## src/design/bst_map.svh

```systemverilog
// boundary scan tap: codes, widths and fixed values
// assumes inclusion by bst_pkg and bst_tap only
`ifndef BST_MAP_SVH
`define BST_MAP_SVH

`define BST_IR_LEN        6
`define BST_ID_LEN        32
`define BST_BSR_LEN       161
`define BST_IR_CAPTURE    6'h01
`define BST_ID_LSB        1'h1

`define BST_CODE_EXTEST   6'h00
`define BST_CODE_SAMPLE   6'h01
`define BST_CODE_CLAMP    6'h02
`define BST_CODE_HIGHZ    6'h05
`define BST_CODE_IDCODE   6'h24
`define BST_CODE_USERCODE 6'h25
`define BST_CODE_BYPASS   6'h3f

`endif

```

## src/design/bst_pkg.sv

```systemverilog
// boundary scan tap: shared types and instruction decode
// assumes bst_map.svh on the include path
package bst_pkg;
`include "bst_map.svh"

   typedef struct packed {
      logic tck;
      logic tms;
      logic tdi;
      logic trst_n;
   } bst_jtag_in_t;

   typedef enum logic [15:0] {
      st_tlr     = 16'h0001,
      st_rti     = 16'h0002,
      st_sel_dr  = 16'h0004,
      st_cap_dr  = 16'h0008,
      st_sh_dr   = 16'h0010,
      st_ex1_dr  = 16'h0020,
      st_pa_dr   = 16'h0040,
      st_ex2_dr  = 16'h0080,
      st_upd_dr  = 16'h0100,
      st_sel_ir  = 16'h0200,
      st_cap_ir  = 16'h0400,
      st_sh_ir   = 16'h0800,
      st_ex1_ir  = 16'h1000,
      st_pa_ir   = 16'h2000,
      st_ex2_ir  = 16'h4000,
      st_upd_ir  = 16'h8000
   } bst_state_t;

   typedef enum logic [2:0] {
      in_extest, in_sample, in_idcode, in_usercode, in_clamp, in_highz, in_bypass
   } bst_instr_t;

   function automatic bst_instr_t bst_decode(input logic [5:0] code);
      bst_instr_t r;
      case (code)
         `BST_CODE_EXTEST:   r = in_extest;
         `BST_CODE_SAMPLE:   r = in_sample;
         `BST_CODE_IDCODE:   r = in_idcode;
         `BST_CODE_USERCODE: r = in_usercode;
         `BST_CODE_CLAMP:    r = in_clamp;
         `BST_CODE_HIGHZ:    r = in_highz;
         default:            r = in_bypass;
      endcase
      return r;
   endfunction

   function automatic bst_state_t bst_next(input bst_state_t s, input logic tms);
      bst_state_t n;
      case (s)
         st_tlr:    n = tms ? st_tlr    : st_rti;
         st_rti:    n = tms ? st_sel_dr : st_rti;
         st_sel_dr: n = tms ? st_sel_ir : st_cap_dr;
         st_cap_dr: n = tms ? st_ex1_dr : st_sh_dr;
         st_sh_dr:  n = tms ? st_ex1_dr : st_sh_dr;
         st_ex1_dr: n = tms ? st_upd_dr : st_pa_dr;
         st_pa_dr:  n = tms ? st_ex2_dr : st_pa_dr;
         st_ex2_dr: n = tms ? st_upd_dr : st_sh_dr;
         st_upd_dr: n = tms ? st_sel_dr : st_rti;
         st_sel_ir: n = tms ? st_tlr    : st_cap_ir;
         st_cap_ir: n = tms ? st_ex1_ir : st_sh_ir;
         st_sh_ir:  n = tms ? st_ex1_ir : st_sh_ir;
         st_ex1_ir: n = tms ? st_upd_ir : st_pa_ir;
         st_pa_ir:  n = tms ? st_ex2_ir : st_pa_ir;
         st_ex2_ir: n = tms ? st_upd_ir : st_sh_ir;
         st_upd_ir: n = tms ? st_sel_dr : st_rti;
         default:   n = st_tlr;
      endcase
      return n;
   endfunction
endpackage

```

## src/design/bst_tap.sv

```systemverilog
// boundary scan tap with instruction, bypass, identification and boundary registers
// assumes tck, tms, tdi, trst_n and pin inputs are asynchronous to clk; tck well below clk/4
//
// Summary of operation
// - tap has mode select, test clock, data in, data out and async low reset.
// - after tap reset the identification register sits between data in and out.
// - update loads shifted instruction, or identification code when nothing shifted.
// - unassigned instruction codes act as bypass.
// - code 111111 selects one-stage bypass register.
// - clamp drives pins from boundary cells, held, bypass as serial path.
// - extest selects 161-cell boundary register, pins driven from its cells.
// - sample/preload captures pins without disturbing operation, loads shifted cells.
// - highz floats all system outputs, bypass as serial path.
// - id word: version 31:28, family 27:12, maker 11:1.
// - usercode selects identification register with the same layout.
// - every pin observed, outputs drivable, bidirectional pins have three cells.
`timescale 1ns/100ps
`include "bst_map.svh"
module bst_tap import bst_pkg::*; #(
   parameter int          NI        = 40,
   parameter int          NO        = 40,
   parameter int          NB        = 27,
   parameter logic [3:0]  ID_VER    = 4'h1,    // arbitrary
   parameter logic [15:0] ID_PART   = 16'h0a5c, // arbitrary
   parameter logic [15:0] USER_PART = 16'h0a5d, // arbitrary
   parameter logic [10:0] ID_MAKER  = 11'h1aa  // arbitrary
) (
   input  wire logic          clk,
   input  wire logic          rstn,
   input  wire bst_jtag_in_t  jtag,
   output      logic          tdo,
   output      logic          tdo_oe,
   input  wire logic [NI-1:0] in_pin,
   output      logic [NI-1:0] core_in,
   input  wire logic [NO-1:0] core_out,
   output      logic [NO-1:0] out_o,
   output      logic [NO-1:0] out_oe,
   input  wire logic [NB-1:0] core_bo,
   input  wire logic [NB-1:0] core_boe,
   output      logic [NB-1:0] core_bi,
   input  wire logic [NB-1:0] bidi_i,
   output      logic [NB-1:0] bidi_o,
   output      logic [NB-1:0] bidi_oe
);
   localparam int BSR = `BST_BSR_LEN;

   // -----------------------------------------------------------------
   // elaboration checks
   // -----------------------------------------------------------------
   if (NI + NO + 3 * NB != BSR) begin : g_bad_len
      $error("pin counts do not fill the boundary register");
   end
   if (NI < 1 || NO < 1 || NB < 1) begin : g_bad_cnt
      $error("each pin group needs at least one pin");
   end

   typedef struct packed {
      bst_jtag_in_t      j1;
      bst_jtag_in_t      j2;
      logic              tck_prev;
      logic [NI-1:0]     in1;
      logic [NI-1:0]     in2;
      logic [NB-1:0]     bi1;
      logic [NB-1:0]     bi2;
      bst_state_t        st;
      logic [5:0]        ir_sr;
      logic [5:0]        ir;
      logic              ir_new;
      logic              byp;
      logic [31:0]       id_sr;
      logic [BSR-1:0]    bsr_sr;
      logic [BSR-1:0]    bsr_up;
      logic              tdo;
      logic              tdo_oe;
      logic [NO-1:0]     out;
      logic [NO-1:0]     out_oe;
      logic [NB-1:0]     bo;
      logic [NB-1:0]     boe;
   } bst_reg_t;

   bst_reg_t       q;
   bst_reg_t       d;
   bst_instr_t     cur;
   logic           rise;
   logic           fall;
   logic           bsr_sel;
   logic           id_sel;
   logic [BSR-1:0] cap;
   logic [NO-1:0]  upd_o;
   logic [NB-1:0]  upd_bo;
   logic [NB-1:0]  upd_boe;
   logic [15:0]    part;

   assign cur     = bst_decode(q.ir);
   assign bsr_sel = (cur == in_extest) || (cur == in_sample);
   assign id_sel  = (cur == in_idcode) || (cur == in_usercode);
   assign part    = (cur == in_usercode) ? USER_PART : ID_PART;
   assign rise    = q.j2.tck & ~q.tck_prev;
   assign fall    = ~q.j2.tck & q.tck_prev;

   // -----------------------------------------------------------------
   // boundary cell map: inputs, outputs, then in/out/ctl per bidi pin
   // -----------------------------------------------------------------
   // output cells capture the driven value, control cells the driven enable
   assign cap[NI-1:0]     = q.in2;
   assign cap[NI+NO-1:NI] = q.out;
   assign upd_o           = q.bsr_up[NI+NO-1:NI];
   for (genvar k = 0; k < NB; k++) begin : g_bidi
      assign cap[NI+NO+3*k]     = q.bi2[k];
      assign cap[NI+NO+3*k+1]   = q.bo[k];
      assign cap[NI+NO+3*k+2]   = q.boe[k];
      assign upd_bo[k]          = q.bsr_up[NI+NO+3*k+1];
      assign upd_boe[k]         = q.bsr_up[NI+NO+3*k+2];
   end

   // -----------------------------------------------------------------
   // next state
   // -----------------------------------------------------------------
   always_comb begin
      d          = q;
      // two-flop synchronisers; only the second stage is read by logic
      d.j1       = jtag;
      d.j2       = q.j1;
      d.tck_prev = q.j2.tck;
      d.in1      = in_pin;
      d.in2      = q.in1;
      d.bi1      = bidi_i;
      d.bi2      = q.bi1;
      if (!q.j2.trst_n) begin
         d.st = st_tlr;
         d.ir = `BST_CODE_IDCODE;
      end else if (rise) begin
         d.st = bst_next(q.st, q.j2.tms);
         case (q.st)
            st_tlr: begin
               d.ir = `BST_CODE_IDCODE;
            end
            st_cap_ir: begin
               d.ir_sr  = `BST_IR_CAPTURE;
               d.ir_new = 1'b0;
            end
            st_sh_ir: begin
               d.ir_sr  = {q.j2.tdi, q.ir_sr[5:1]};
               d.ir_new = 1'b1;
            end
            st_upd_ir: begin
               d.ir = q.ir_new ? q.ir_sr : `BST_CODE_IDCODE;
            end
            st_cap_dr: begin
               d.byp   = 1'b0;
               d.id_sr = {ID_VER, part, ID_MAKER, `BST_ID_LSB};
               if (bsr_sel) begin
                  d.bsr_sr = cap;
               end
            end
            st_sh_dr: begin
               if (bsr_sel) begin
                  d.bsr_sr = {q.j2.tdi, q.bsr_sr[BSR-1:1]};
               end else if (id_sel) begin
                  d.id_sr = {q.j2.tdi, q.id_sr[31:1]};
               end else begin
                  d.byp = q.j2.tdi;
               end
            end
            st_upd_dr: begin
               if (bsr_sel) begin
                  d.bsr_up = q.bsr_sr;
               end
            end
            default: begin
            end
         endcase
      end
      // data out moves on the falling test clock so it is settled at the next rise
      if (fall) begin
         d.tdo_oe = (q.st == st_sh_dr) || (q.st == st_sh_ir);
         if (q.st == st_sh_ir) begin
            d.tdo = q.ir_sr[0];
         end else if (bsr_sel) begin
            d.tdo = q.bsr_sr[0];
         end else if (id_sel) begin
            d.tdo = q.id_sr[0];
         end else begin
            d.tdo = q.byp;
         end
      end
      if (q.st == st_tlr) begin
         d.tdo_oe = 1'b0;
      end
      // pin drive
      case (cur)
         in_extest, in_clamp: begin
            d.out    = upd_o;
            d.out_oe = '1;
            d.bo     = upd_bo;
            d.boe    = upd_boe;
         end
         in_highz: begin
            d.out    = core_out;
            d.out_oe = '0;
            d.bo     = core_bo;
            d.boe    = '0;
         end
         default: begin
            d.out    = core_out;
            d.out_oe = '1;
            d.bo     = core_bo;
            d.boe    = core_boe;
         end
      endcase
   end

   always_ff @(posedge clk or negedge rstn) begin
      if (!rstn) begin
         q        <= '0;
         q.st     <= st_tlr;
         q.ir     <= `BST_CODE_IDCODE;
         q.out_oe <= '1;
      end else begin
         q <= d;
      end
   end

   assign tdo     = q.tdo;
   assign tdo_oe  = q.tdo_oe;
   assign core_in = q.in2;
   assign core_bi = q.bi2;
   assign out_o   = q.out;
   assign out_oe  = q.out_oe;
   assign bidi_o  = q.bo;
   assign bidi_oe = q.boe;
endmodule

```

## config.mk

```make
export PLATFORM = sky130hd
export DESIGN_NAME = bst_tap
export DESIGN_NICKNAME = d
export VERILOG_FILES = /design/src/design/bst_pkg.sv /design/src/design/bst_tap.sv
export VERILOG_INCLUDE_DIRS = /design/src /design/src/design
export SDC_FILE = /design/constraint.sdc
export NUM_CORES = 1
export LEC_CHECK = 0
export ABC_AREA = 1
export BUFFER_PORTS_ARGS = -buffer_cell sky130_fd_sc_hd__buf_2
export CORE_AREA = 2 2 215 217
export DETAILED_ROUTE_END_ITERATION = 10
export DIE_AREA = 0 0 217 219
export PLACE_DENSITY = 0.77
export SLEW_MARGIN = 20
export SYNTH_ARGS = -nofsm -noshare
export SYNTH_HDL_FRONTEND = slang
export SYNTH_SLANG_ARGS = --single-unit
```

## constraint.sdc

```tcl
create_clock -name clk -period 1.6 [get_ports clk]
set_input_delay 0.48 -clock clk [delete_from_list [all_inputs] [get_ports clk]]
set_output_delay 0.48 -clock clk [all_outputs]
set_load 0.005 [all_outputs]
```

==> impl_metrics.tcl, run 1 <==
set metrics [dict create \
    port_buffers 369 \
    clkSinkCount 557 \
    dp_hpwl_mm 36.6 \
    clockBufferDepth 3 \
    cp-startpoint "q[519]" \
    synth.avg_cell_area_um2 9.35 \
    slew_violations 0 \
    fin_cells 3494 \
    ir_worst_vdd_uv 963 \
    p_sw_share_pct 22.7 \
    p_int_mw 23.3 \
    dp.cells 3204 \
    startpoint_type "register" \
    power_mw 30.1 \
    p_comb_share_pct 4.8 \
    layout-drive-gt1-share_pct 35.5 \
    grt_pass1_vias 18666 \
    vias 19233 \
    p_leak_nw 14.8 \
    wl_per_cell_um 21.0 \
    outcome "finished, violations left" \
    yosys.cell_types.count 31 \
    syn_to_final_growth_pct 36.7 \
    rr_startpoint "q[519]" \
    path_class "reg -> reg" \
    synth_nets 2604 \
    grt.overflow.total 0 \
    track_usage_pct 26.7 \
    min_from "core_bo[9]" \
    synthTopCellsByArea "dfrtp_1, nand2_1, buf_4, o21ai_0, nor2_1" \
    worstSetupEndpointType "register" \
    routed_wl_mm 73.5 \
    setup_ws_ps -614 \
    cts-buffers-inserted 57 \
    violations "negative setup slack" \
    fmax_ghz 0.452 \
    dr.pass1.iters 6 \
    ant_nets 0 \
    r2r_cells 9 \
    final_cell_area_mm2 0.0311 \
    post-route-period-util_pct 138 \
    first_iter_violations 1899 \
    fin_crit_ps 2210 \
    htreeDepth 2 \
    maxCapViolations 0 \
    hold_class "in -> reg" \
    yosys_register_bits 557 \
    clk_latency_ps 620 \
    cts.clk_slew.worst_paths_ps 70 \
    crit_end "q[342]" \
    yosysWarnings 0 \
    clock-root-buffer "clkbuf_16" \
    netlist_area_mm2 0.0228 \
    core_area_mm2 0.0451 \
    reg2reg_slack_ps -610 \
    fin_nets 3013 \
    start_util_pct 50.5 \
    io_pins 370 \
    clkPwrFrac_pct 46.8 \
    hold_viol_final 0 \
    final_util_pct 69.0 \
    relSlewSlack_pct 66.0 \
    vias_per_cell 5.50 \
    gp_congestion 0.856 \
    required_ps 2070 \
    row_count 78 \
    p_seq_share_pct 48.5 \
    p_per_area_mw_per_mm2 968 \
    timing.rr.end "q[342]" \
    fin_setup_tns_ps -129210 \
    place_ws_ps -335 \
    dieArea_mm2 0.0475 \
    drc 0 \
    yosysTopAreaCell "dfrtp_1" \
    tightest_slew_ps 510 \
    grt_first_pass_wirelength_mm 99.0 \
    tritoncts "done" \
    whs_ps 60.5 \
    syn_inst 2437 \
    arrival_ps 2680 \
    place_area_mm2 0.0247 \
    finalSetupViolCount 600 \
    path_max_fanout 30 \
    die_height_um 219 \
    grt_setup_unrepaired "true" \
    clock_skew_ps 21.6 \
    die_w_um 217 \
    grt_max_degree 91 \
    p_sw_mw 6.83 \
    ys_seq_area_share_pct 61.2 \
    synth_top_area_share_pct 60.8 \
    antenna_found_initial 3 \
]
[worst min path at each step]
stage / endpoint / slack (ps) / cells past startpoint
5_1_grt: bidi_o[12] / 60 / 3
2_1_floorplan: bidi_o[0] / 180 / 0
6_report: bidi_o[9] / 60 / 3
3_3_place_gp: core_bi[12] / 330 / 0
3_5_place_dp: core_in[15] / 330 / 0
4_1_cts: out_o[25] / 40 / 3
[layer usage]
metal / vias to the layer above / part of all wire [%] / global-route usage, %
met2: 1029 / 49 / 45.0
met1: 9485 / 38 / 33.4
li1: 8438 / - / -
met3: 279 / 8.4 / 4.31
met5: - / 0.018 / 0
met4: 2 / 5.4 / 13.6
[final cells by class]
cell class / instances / area (um^2)
inverters: 149 / 614
well taps: 600 / 751
clock inverters: 25 / 325
multi-input cells: 1405 / 7610
diodes: 1 / 2.50
repair inverters: 1 / 16.3
clock buffers: 81 / 1670
fillers: 3060 / 14000
repair buffers: 675 / 6190
flip-flops and latches: 557 / 13900
[state kept, by name, summed over array words and instances, names as in the netlist]
name	cells
core_bi	27
d	72
bidi_o	27
out_oe	1
bidi_oe	27
core_in	40
tdo_oe	1
tdo	1
q	321
out_o	40
[cells in the final DEF, fill, tap and decap left out, types with 12 or more instances in the layout]
cell | Yosys | routed
dfrtp_1 | 553 | 553
nand3_1 | 65 | 58
nand2_1 | 682 | 566
buf_16 | 0 | 25
nand2_4 | 1 | 64
nor2_2 | 2 | 41
nor2_4 | 4 | 38
buf_6 | 18 | 28
inv_1 | 144 | 135
clkbuf_8 | 0 | 15
o21ai_2 | 0 | 75
nand2_2 | 2 | 51
a21oi_1 | 102 | 93
o22ai_1 | 14 | 12
buf_2 | 35 | 369
buf_12 | 0 | 59
o21ai_1 | 46 | 94
o21ai_0 | 187 | 62
buf_4 | 201 | 87
dlygate4sd3_1 | 0 | 72
nor2_1 | 213 | 140
a31oi_1 | 68 | 59
clkbuf_16 | 0 | 80
[synthesized netlist by cell type]
cell / count
nand2_1: 682
dfrtp_1: 553
nor2_1: 213
buf_4: 201
o21ai_0: 187
inv_1: 144
a21oi_1: 102
a31oi_1: 68
nand3_1: 65
clkbuf_1: 64
o21ai_1: 46
buf_2: 35
buf_6: 18
o22ai_1: 14
nor3_1: 7
buf_1: 5
dfstp_2: 4
inv_2: 4
nand4_1: 4
nor2_4: 4
clkbuf_2: 3
nand2_2: 2
nand3_2: 2
nor2_2: 2
o41ai_1: 2
inv_12: 1
mux2_2: 1
nand2_4: 1
nand3_4: 1
nand3b_1: 1
nor3_2: 1
[cells by family (layout without fill, tap and decap cells)]
| group | count (synthesis) | count (layout) | share of synthesized area, % |
|---|---|---|---|
| simple gates | 985 | 985 | 17.0 |
| flops | 557 | 557 | 61.2 |
| compound gates | 419 | 419 | 9.69 |
| mux | 1 | 1 | 0.0494 |
| buf+inv | 475 | 931 | 12.0 |
| other cells | 0 | 1 | 0 |
[power by group through the flow]
stage	sequential, mW	combinational, mW	clock, mW
after floorplan	14.8	0.586	0
after global placement	14.8	1.21	0
after detailed placement	14.8	1.24	0
after CTS	14.6	1.40	14.2
after global routing	14.6	1.59	14.8
final	14.6	1.44	14.1
[timing repair]
action                                 CTS  global route
setup endpoints to repair              603           612
gates resized for setup                202           454
buffers inserted                        31            30
pin swaps                                7            28
endpoints found under the hold margin  119             0
hold buffers                            72             0
cloned                                  31            36
[critical path, cell delays in order (launching register included)]
cell     delay, ps
dfrtp_1        400
nor2_2         160
nand2_2         90
nor2_4         200
buf_6          150
nand2_8         80
buf_12         160
buf_16         180
a21oi_1        460
o21ai_1        180
No activity file was read; power rests on OpenSTA's default activity.
==> run 2, diff against run 1 <==
--- a/config.mk
+++ b/config.mk
@@ -8,10 +8,10 @@
 export LEC_CHECK = 0
 export ABC_AREA = 1
 export BUFFER_PORTS_ARGS = -buffer_cell sky130_fd_sc_hd__buf_2
-export CORE_AREA = 2 2 215 217
+export CORE_AREA = 2 2 228 230
 export DETAILED_ROUTE_END_ITERATION = 10
-export DIE_AREA = 0 0 217 219
-export PLACE_DENSITY = 0.77
+export DIE_AREA = 0 0 230 232
+export PLACE_DENSITY = 0.7
 export SLEW_MARGIN = 20
 export SYNTH_ARGS = -nofsm -noshare
 export SYNTH_HDL_FRONTEND = slang
==> constraint.sdc (replaced) <==
create_clock -name clk -period 1.9 [get_ports clk]
set_input_delay 0.57 -clock clk [delete_from_list [all_inputs] [get_ports clk]]
set_output_delay 0.57 -clock clk [all_outputs]
set_load 0.005 [all_outputs]
==> run 2 against run 1 <==
  * The run still ends with negative setup slack left
  * Global-route usage shrank 5.0 points
  * Sequential power shrank 16%
  * Final area shrank 5.2%
  * Non-clock buffer count shrank 121
  * Die area grew 12%
  * Critical path depth shrank 7
  * Register-to-register slack gained 490 ps
  * Largest cell class unchanged
  * Highest routed layer unchanged
==> impl_metrics.tcl, run 2 (synthesis results as in run 1) <==
set metrics [dict create \
    outcome "finished, violations left" \
    violations "negative setup slack" \
    ant_nets 0 \
    p_comb_share_pct 4.2 \
    rr_startpoint "q[515]" \
    die_height_um 232 \
    layout-drive-gt1-share_pct 33.0 \
    required_ps 1330 \
    crit_slowest_cell "dfstp_4" \
    worstSetupEndpointType "primary output" \
    vias 18072 \
    hold_path_depth 1 \
    path_buf_inv 2 \
    wl_per_cell_um 19.4 \
    fillerInstances 4151 \
    dp.cells 3250 \
    dr.pass1.iters 6 \
    ir_worst_vdd_uv 847 \
    grt_setup_unrepaired "true" \
    tightest_slew_ps 496 \
    hold_viol_final 0 \
    fin_cells 3457 \
    p_seq_share_pct 49.7 \
    dieArea_mm2 0.0534 \
    top_register "q" \
    fin_nets 2895 \
    layout_commonest_cell "nand2_1" \
    routed_wl_mm 67.1 \
    power_mw 24.7 \
    multiInputGateArea_mm2 0.00733 \
    io_pins 370 \
    grt_first_pass_wirelength_mm 91.4 \
    worst_hold_path.endpoint "d[579]" \
    cp-startpoint "out_oe[38]" \
    fmax_ghz 0.480 \
    start_util_pct 44.8 \
    core_area_mm2 0.0509 \
    vias_per_cell 5.23 \
    relSlewSlack_pct 66.9 \
    p_sw_mw 5.63 \
    htreeDepth 2 \
    p_sw_share_pct 22.8 \
    hold_class "in -> reg" \
    clk_latency_ps 630 \
    clkSinkCount 557 \
    cp_cell_sequence "buf_12 > buf_2" \
    p_per_area_mw_per_mm2 838 \
    tritoncts "done" \
    timing.rr.end "q[466]" \
    dp_hpwl_mm 36.6 \
    ff_latch_area_mm2 0.0139 \
    path_class "reg -> out" \
    clockBufferDepth 3 \
    min_from "in_pin[5]" \
    crit_path_max_incr_delay_ps 640 \
    grt_pass1_vias 16965 \
    arrival_ps 1510 \
    clock_skew_ps 14.8 \
    cts-buffers-inserted 58 \
    final_cell_mix "nand2_1, dfrtp_1, buf_2" \
    path_delay_family "flip-flops" \
    drc 0 \
    gp_congestion 0.870 \
    port_buffers 369 \
    die_w_um 230 \
    finalSetupViolCount 120 \
    r2r_cells 12 \
    largest_reg_flops 321 \
    grt_max_degree 84 \
    clkPwrFrac_pct 46.1 \
    post-route-period-util_pct 110 \
    antenna_found_initial 5 \
    grt.overflow.total 0 \
    fin_crit_ps 2080 \
    reg2reg_slack_ps -120 \
    row_count 83 \
    path_max_fanout 20 \
    track_usage_pct 21.7 \
    first_iter_violations 1496 \
    syn_to_final_growth_pct 29.6 \
    setup_ws_ps -181 \
    slew_violations 0 \
    cts.clk_slew.worst_paths_ps 60 \
    p_int_mw 19.1 \
    maxCapViolations 0 \
    p_leak_nw 14.0 \
    startpoint_type "register" \
    clock-root-buffer "clkbuf_16" \
]
run 2: changes by cell type in the layout (fill, tap and decap cells not counted), sizes merged:
cell / change
buf: -62
nand2: +1
clkinv: +1
dlygate4sd3: -71
diode: +2
bufbuf: -2
clkinvlp: -2
clkbuf: +20
clkdlybuf4s15: -1
bufinv: -3
run 2: how the worst max path moves through the flow:
stage / cells after the start / endpoint / slack (ps)
finish: 2 / out_oe[16] / -180
global route: 2 / out_oe[36] / -240
CTS: 2 / out_oe[13] / -230
detailed placement: 9 / out_o[1] / -30
global placement: 9 / out_o[1] / 20
floorplan: 11 / q[324] / 120
run 2: what timing repair did:
action | CTS | global route
hold buffers | 1 | 0
resized for setup | 50 | 432
pin swaps | 13 | 40
gates cloned | 11 | 51
buffers inserted | 11 | 30
endpoints found under the setup margin | 168 | 368
endpoints found under the hold margin | 14 | 0
run 2: per-stage QoR:
step | hold slack, ps | util [%] | setup WS (ps) | TNS [ps] | area (um^2)
floorplan | 274 | - | 121 | 0 | 22800
global placement | 331 | 48.1 | 18.7 | 0 | 24500
detailed placement | 335 | 48.1 | -34.2 | -653 | 24500
CTS | 13.6 | 52.9 | -230 | -8740 | 26900
global route | 12.6 | 58.0 | -244 | -24590 | 29500
finish | 43.6 | 58.0 | -181 | -10800 | 29500
run 2: metal layers:
layer / GRT usage [%] / wire length [um] / vias to the layer above
li1: - / - / 8186
met1: 29.2 / 27800 / 8999
met2: 35.4 / 32700 / 754
met3: 3.93 / 4460 / 131
met4: 7.88 / 2230 / 2
met5: 0 / 13 / -
run 2: cell type report:
class	instances	share of cell area [%]
Tap cell	680	2.88
Clock inverter	20	0.797
Sequential cell	557	47.2
Timing Repair inverter	2	0.110
Clock buffer	86	5.68
Multi-Input combinational cell	1406	24.8
Timing Repair Buffer	554	16.4
Inverter	149	2.06
Antenna cell	3	0.0254
run 2: power groups by stage:
stage | sequential, mW | combinational, mW | clock [mW]
after floorplan | 12.4 | 0.493 | 0
after global placement | 12.5 | 0.970 | 0
after detailed placement | 12.5 | 0.995 | 0
after CTS | 12.3 | 1.00 | 11.6
after global routing | 12.3 | 1.16 | 12.1
final | 12.3 | 1.03 | 11.4
==> run 3, diff against run 2 <==
--- a/config.mk
+++ b/config.mk
@@ -12,7 +12,8 @@
 export DETAILED_ROUTE_END_ITERATION = 10
 export DIE_AREA = 0 0 230 232
 export PLACE_DENSITY = 0.7
-export SLEW_MARGIN = 20
+export RECOVER_POWER = 25
+export SLEW_MARGIN = 10
 export SYNTH_ARGS = -nofsm -noshare
 export SYNTH_HDL_FRONTEND = slang
 export SYNTH_SLANG_ARGS = --single-unit
==> run 3 against run 2 <==
  * The run still ends with negative setup slack left
  * Critical path depth did not move
  * Wire length about the same
  * Critical endpoint unchanged
  * Total power about the same
  * Count of clock-buffer cells in the layout is the same
  * Clock power hardly changed
  * Clock skew hardly changed
==> impl_metrics.tcl, run 3 (synthesis results as in run 1) <==
set metrics [dict create \
    outcome "finished, violations left" \
    violations "negative setup slack" \
    fin_crit_ps 2080 \
    tightest_slew_ps 1260 \
    fillerInstances 4161 \
    largest_reg_flops 321 \
    grt_setup_unrepaired "true" \
    port_buffers 369 \
    cp-startpoint "out_oe[38]" \
    die_w_um 230 \
    cts-buffers-inserted 58 \
    start_util_pct 44.8 \
    final_cell_mix "nand2_1, dfrtp_1, buf_2" \
    layout_commonest_cell "nand2_1" \
    tritoncts "done" \
    dp.cells 3250 \
    syn_to_final_growth_pct 29.4 \
    antenna_found_initial 5 \
    slew_violations 0 \
    p_comb_share_pct 4.1 \
    clkSinkCount 557 \
    grt.overflow.total 0 \
    p_seq_share_pct 49.8 \
    top_register "q" \
    vias 18113 \
    ant_nets 0 \
    row_count 83 \
    grt_max_degree 84 \
    final_util_pct 57.9 \
    power_mw 24.7 \
    fin_nets 2895 \
    p_sw_mw 5.63 \
    grt_first_pass_wirelength_mm 91.4 \
    fmax_ghz 0.481 \
    path_class "reg -> out" \
    arrival_ps 1510 \
    gp_congestion 0.870 \
    vias_per_cell 5.24 \
    cts.clk_slew.worst_paths_ps 60 \
    relSlewSlack_pct 16.3 \
    rr_startpoint "q[519]" \
    io_pins 370 \
    p_leak_nw 14.0 \
    ff_latch_area_mm2 0.0139 \
    clockBufferDepth 3 \
    maxCapViolations 0 \
    core_area_mm2 0.0509 \
    multiInputGateArea_mm2 0.00733 \
    first_iter_violations 1584 \
    grt_pass1_vias 16965 \
    whs_ps 43.6 \
    cp_cell_sequence "buf_12 > buf_2" \
    setup_ws_ps -180 \
    clkPwrFrac_pct 46.1 \
    min_from "in_pin[5]" \
    clock-root-buffer "clkbuf_16" \
    ir_worst_vdd_uv 846 \
    finalSetupViolCount 116 \
    fin_cells 3457 \
    crit_slowest_cell "dfstp_4" \
    p_int_mw 19.1 \
    place_area_mm2 0.0245 \
    startpoint_type "register" \
    required_ps 1330 \
    p_per_area_mw_per_mm2 838 \
    htreeDepth 2 \
    p_sw_share_pct 22.8 \
    wl_per_cell_um 19.4 \
    die_height_um 232 \
    worstSetupEndpointType "primary output" \
    routed_wl_mm 67.2 \
    path_max_fanout 20 \
    clock_skew_ps 15.0 \
    clk_latency_ps 630 \
    track_usage_pct 21.7 \
    drc 0 \
    dp_hpwl_mm 36.6 \
    post-route-period-util_pct 109 \
    hold_viol_final 0 \
    layout-drive-gt1-share_pct 33.0 \
    dieArea_mm2 0.0534 \
    dr.pass1.iters 6 \
    hold_class "in -> reg" \
    crit_path_max_incr_delay_ps 640 \
    final_cell_area_mm2 0.0295 \
]
## run 3: worst paths after layout
kind                                   end  slack [ps]  depth (start not counted)
worst max-delay path            out_oe[16]        -180                          2
max in group asynchronous           q[224]          90                          3
worst min-delay path                d[579]          40                          1
worst max register to register      q[466]        -120                         12
worst min register to register  core_bi[6]         340                          0
min in group asynchronous         out_o[2]         760                          2
## run 3: layout make-up
cell class	instances	area share [%]
Tap cell	680	2.89
Antenna cell	3	0.0255
Timing Repair inverter	2	0.110
Sequential cell	557	47.3
Clock buffer	86	5.69
Timing Repair Buffer	554	16.3
Multi-Input combinational cell	1406	24.9
Clock inverter	20	0.798
Inverter	149	2.06
## run 3: timing repair
item	CTS	global route
endpoints found under the hold margin	14	0
gates resized for setup	50	432
setup buffers	11	30
endpoints found under the setup margin	168	368
hold buffers	1	0
gates cloned	11	51
pin swaps	13	40
## run 3: stage by stage
step,setup slack [ps],TNS [ps]
after floorplan,121,0
after global placement,18.7,0
after detailed placement,-34.2,-653
after CTS,-230,-8740
after global routing,-244,-30010
final,-180,-10370
## run 3: worst max-delay path, delay by kind of cell, from the launching register on
family	cells	cell delay, ps
buf+inv	2	250
flops	1	640
## run 3: per-layer routing
layer	global-route usage (%)	wire, um	vias up	share of wire, %
li1	-	-	8181	-
met1	29.2	27600	9003	41
met2	35.4	32600	796	49
met3	3.93	4760	131	7.1
met4	7.88	2210	2	3.3
met5	0	13	-	0.019
## run 3: power groups by stage
| stage | registers [mW] | logic [mW] | clock network (mW) |
|---|---|---|---|
| final | 12.3 | 1.02 | 11.4 |
| after detailed placement | 12.5 | 0.995 | 0 |
| after global placement | 12.5 | 0.970 | 0 |
| after CTS | 12.3 | 1.00 | 11.6 |
| after floorplan | 12.4 | 0.493 | 0 |
| after global routing | 12.3 | 1.15 | 12.1 |
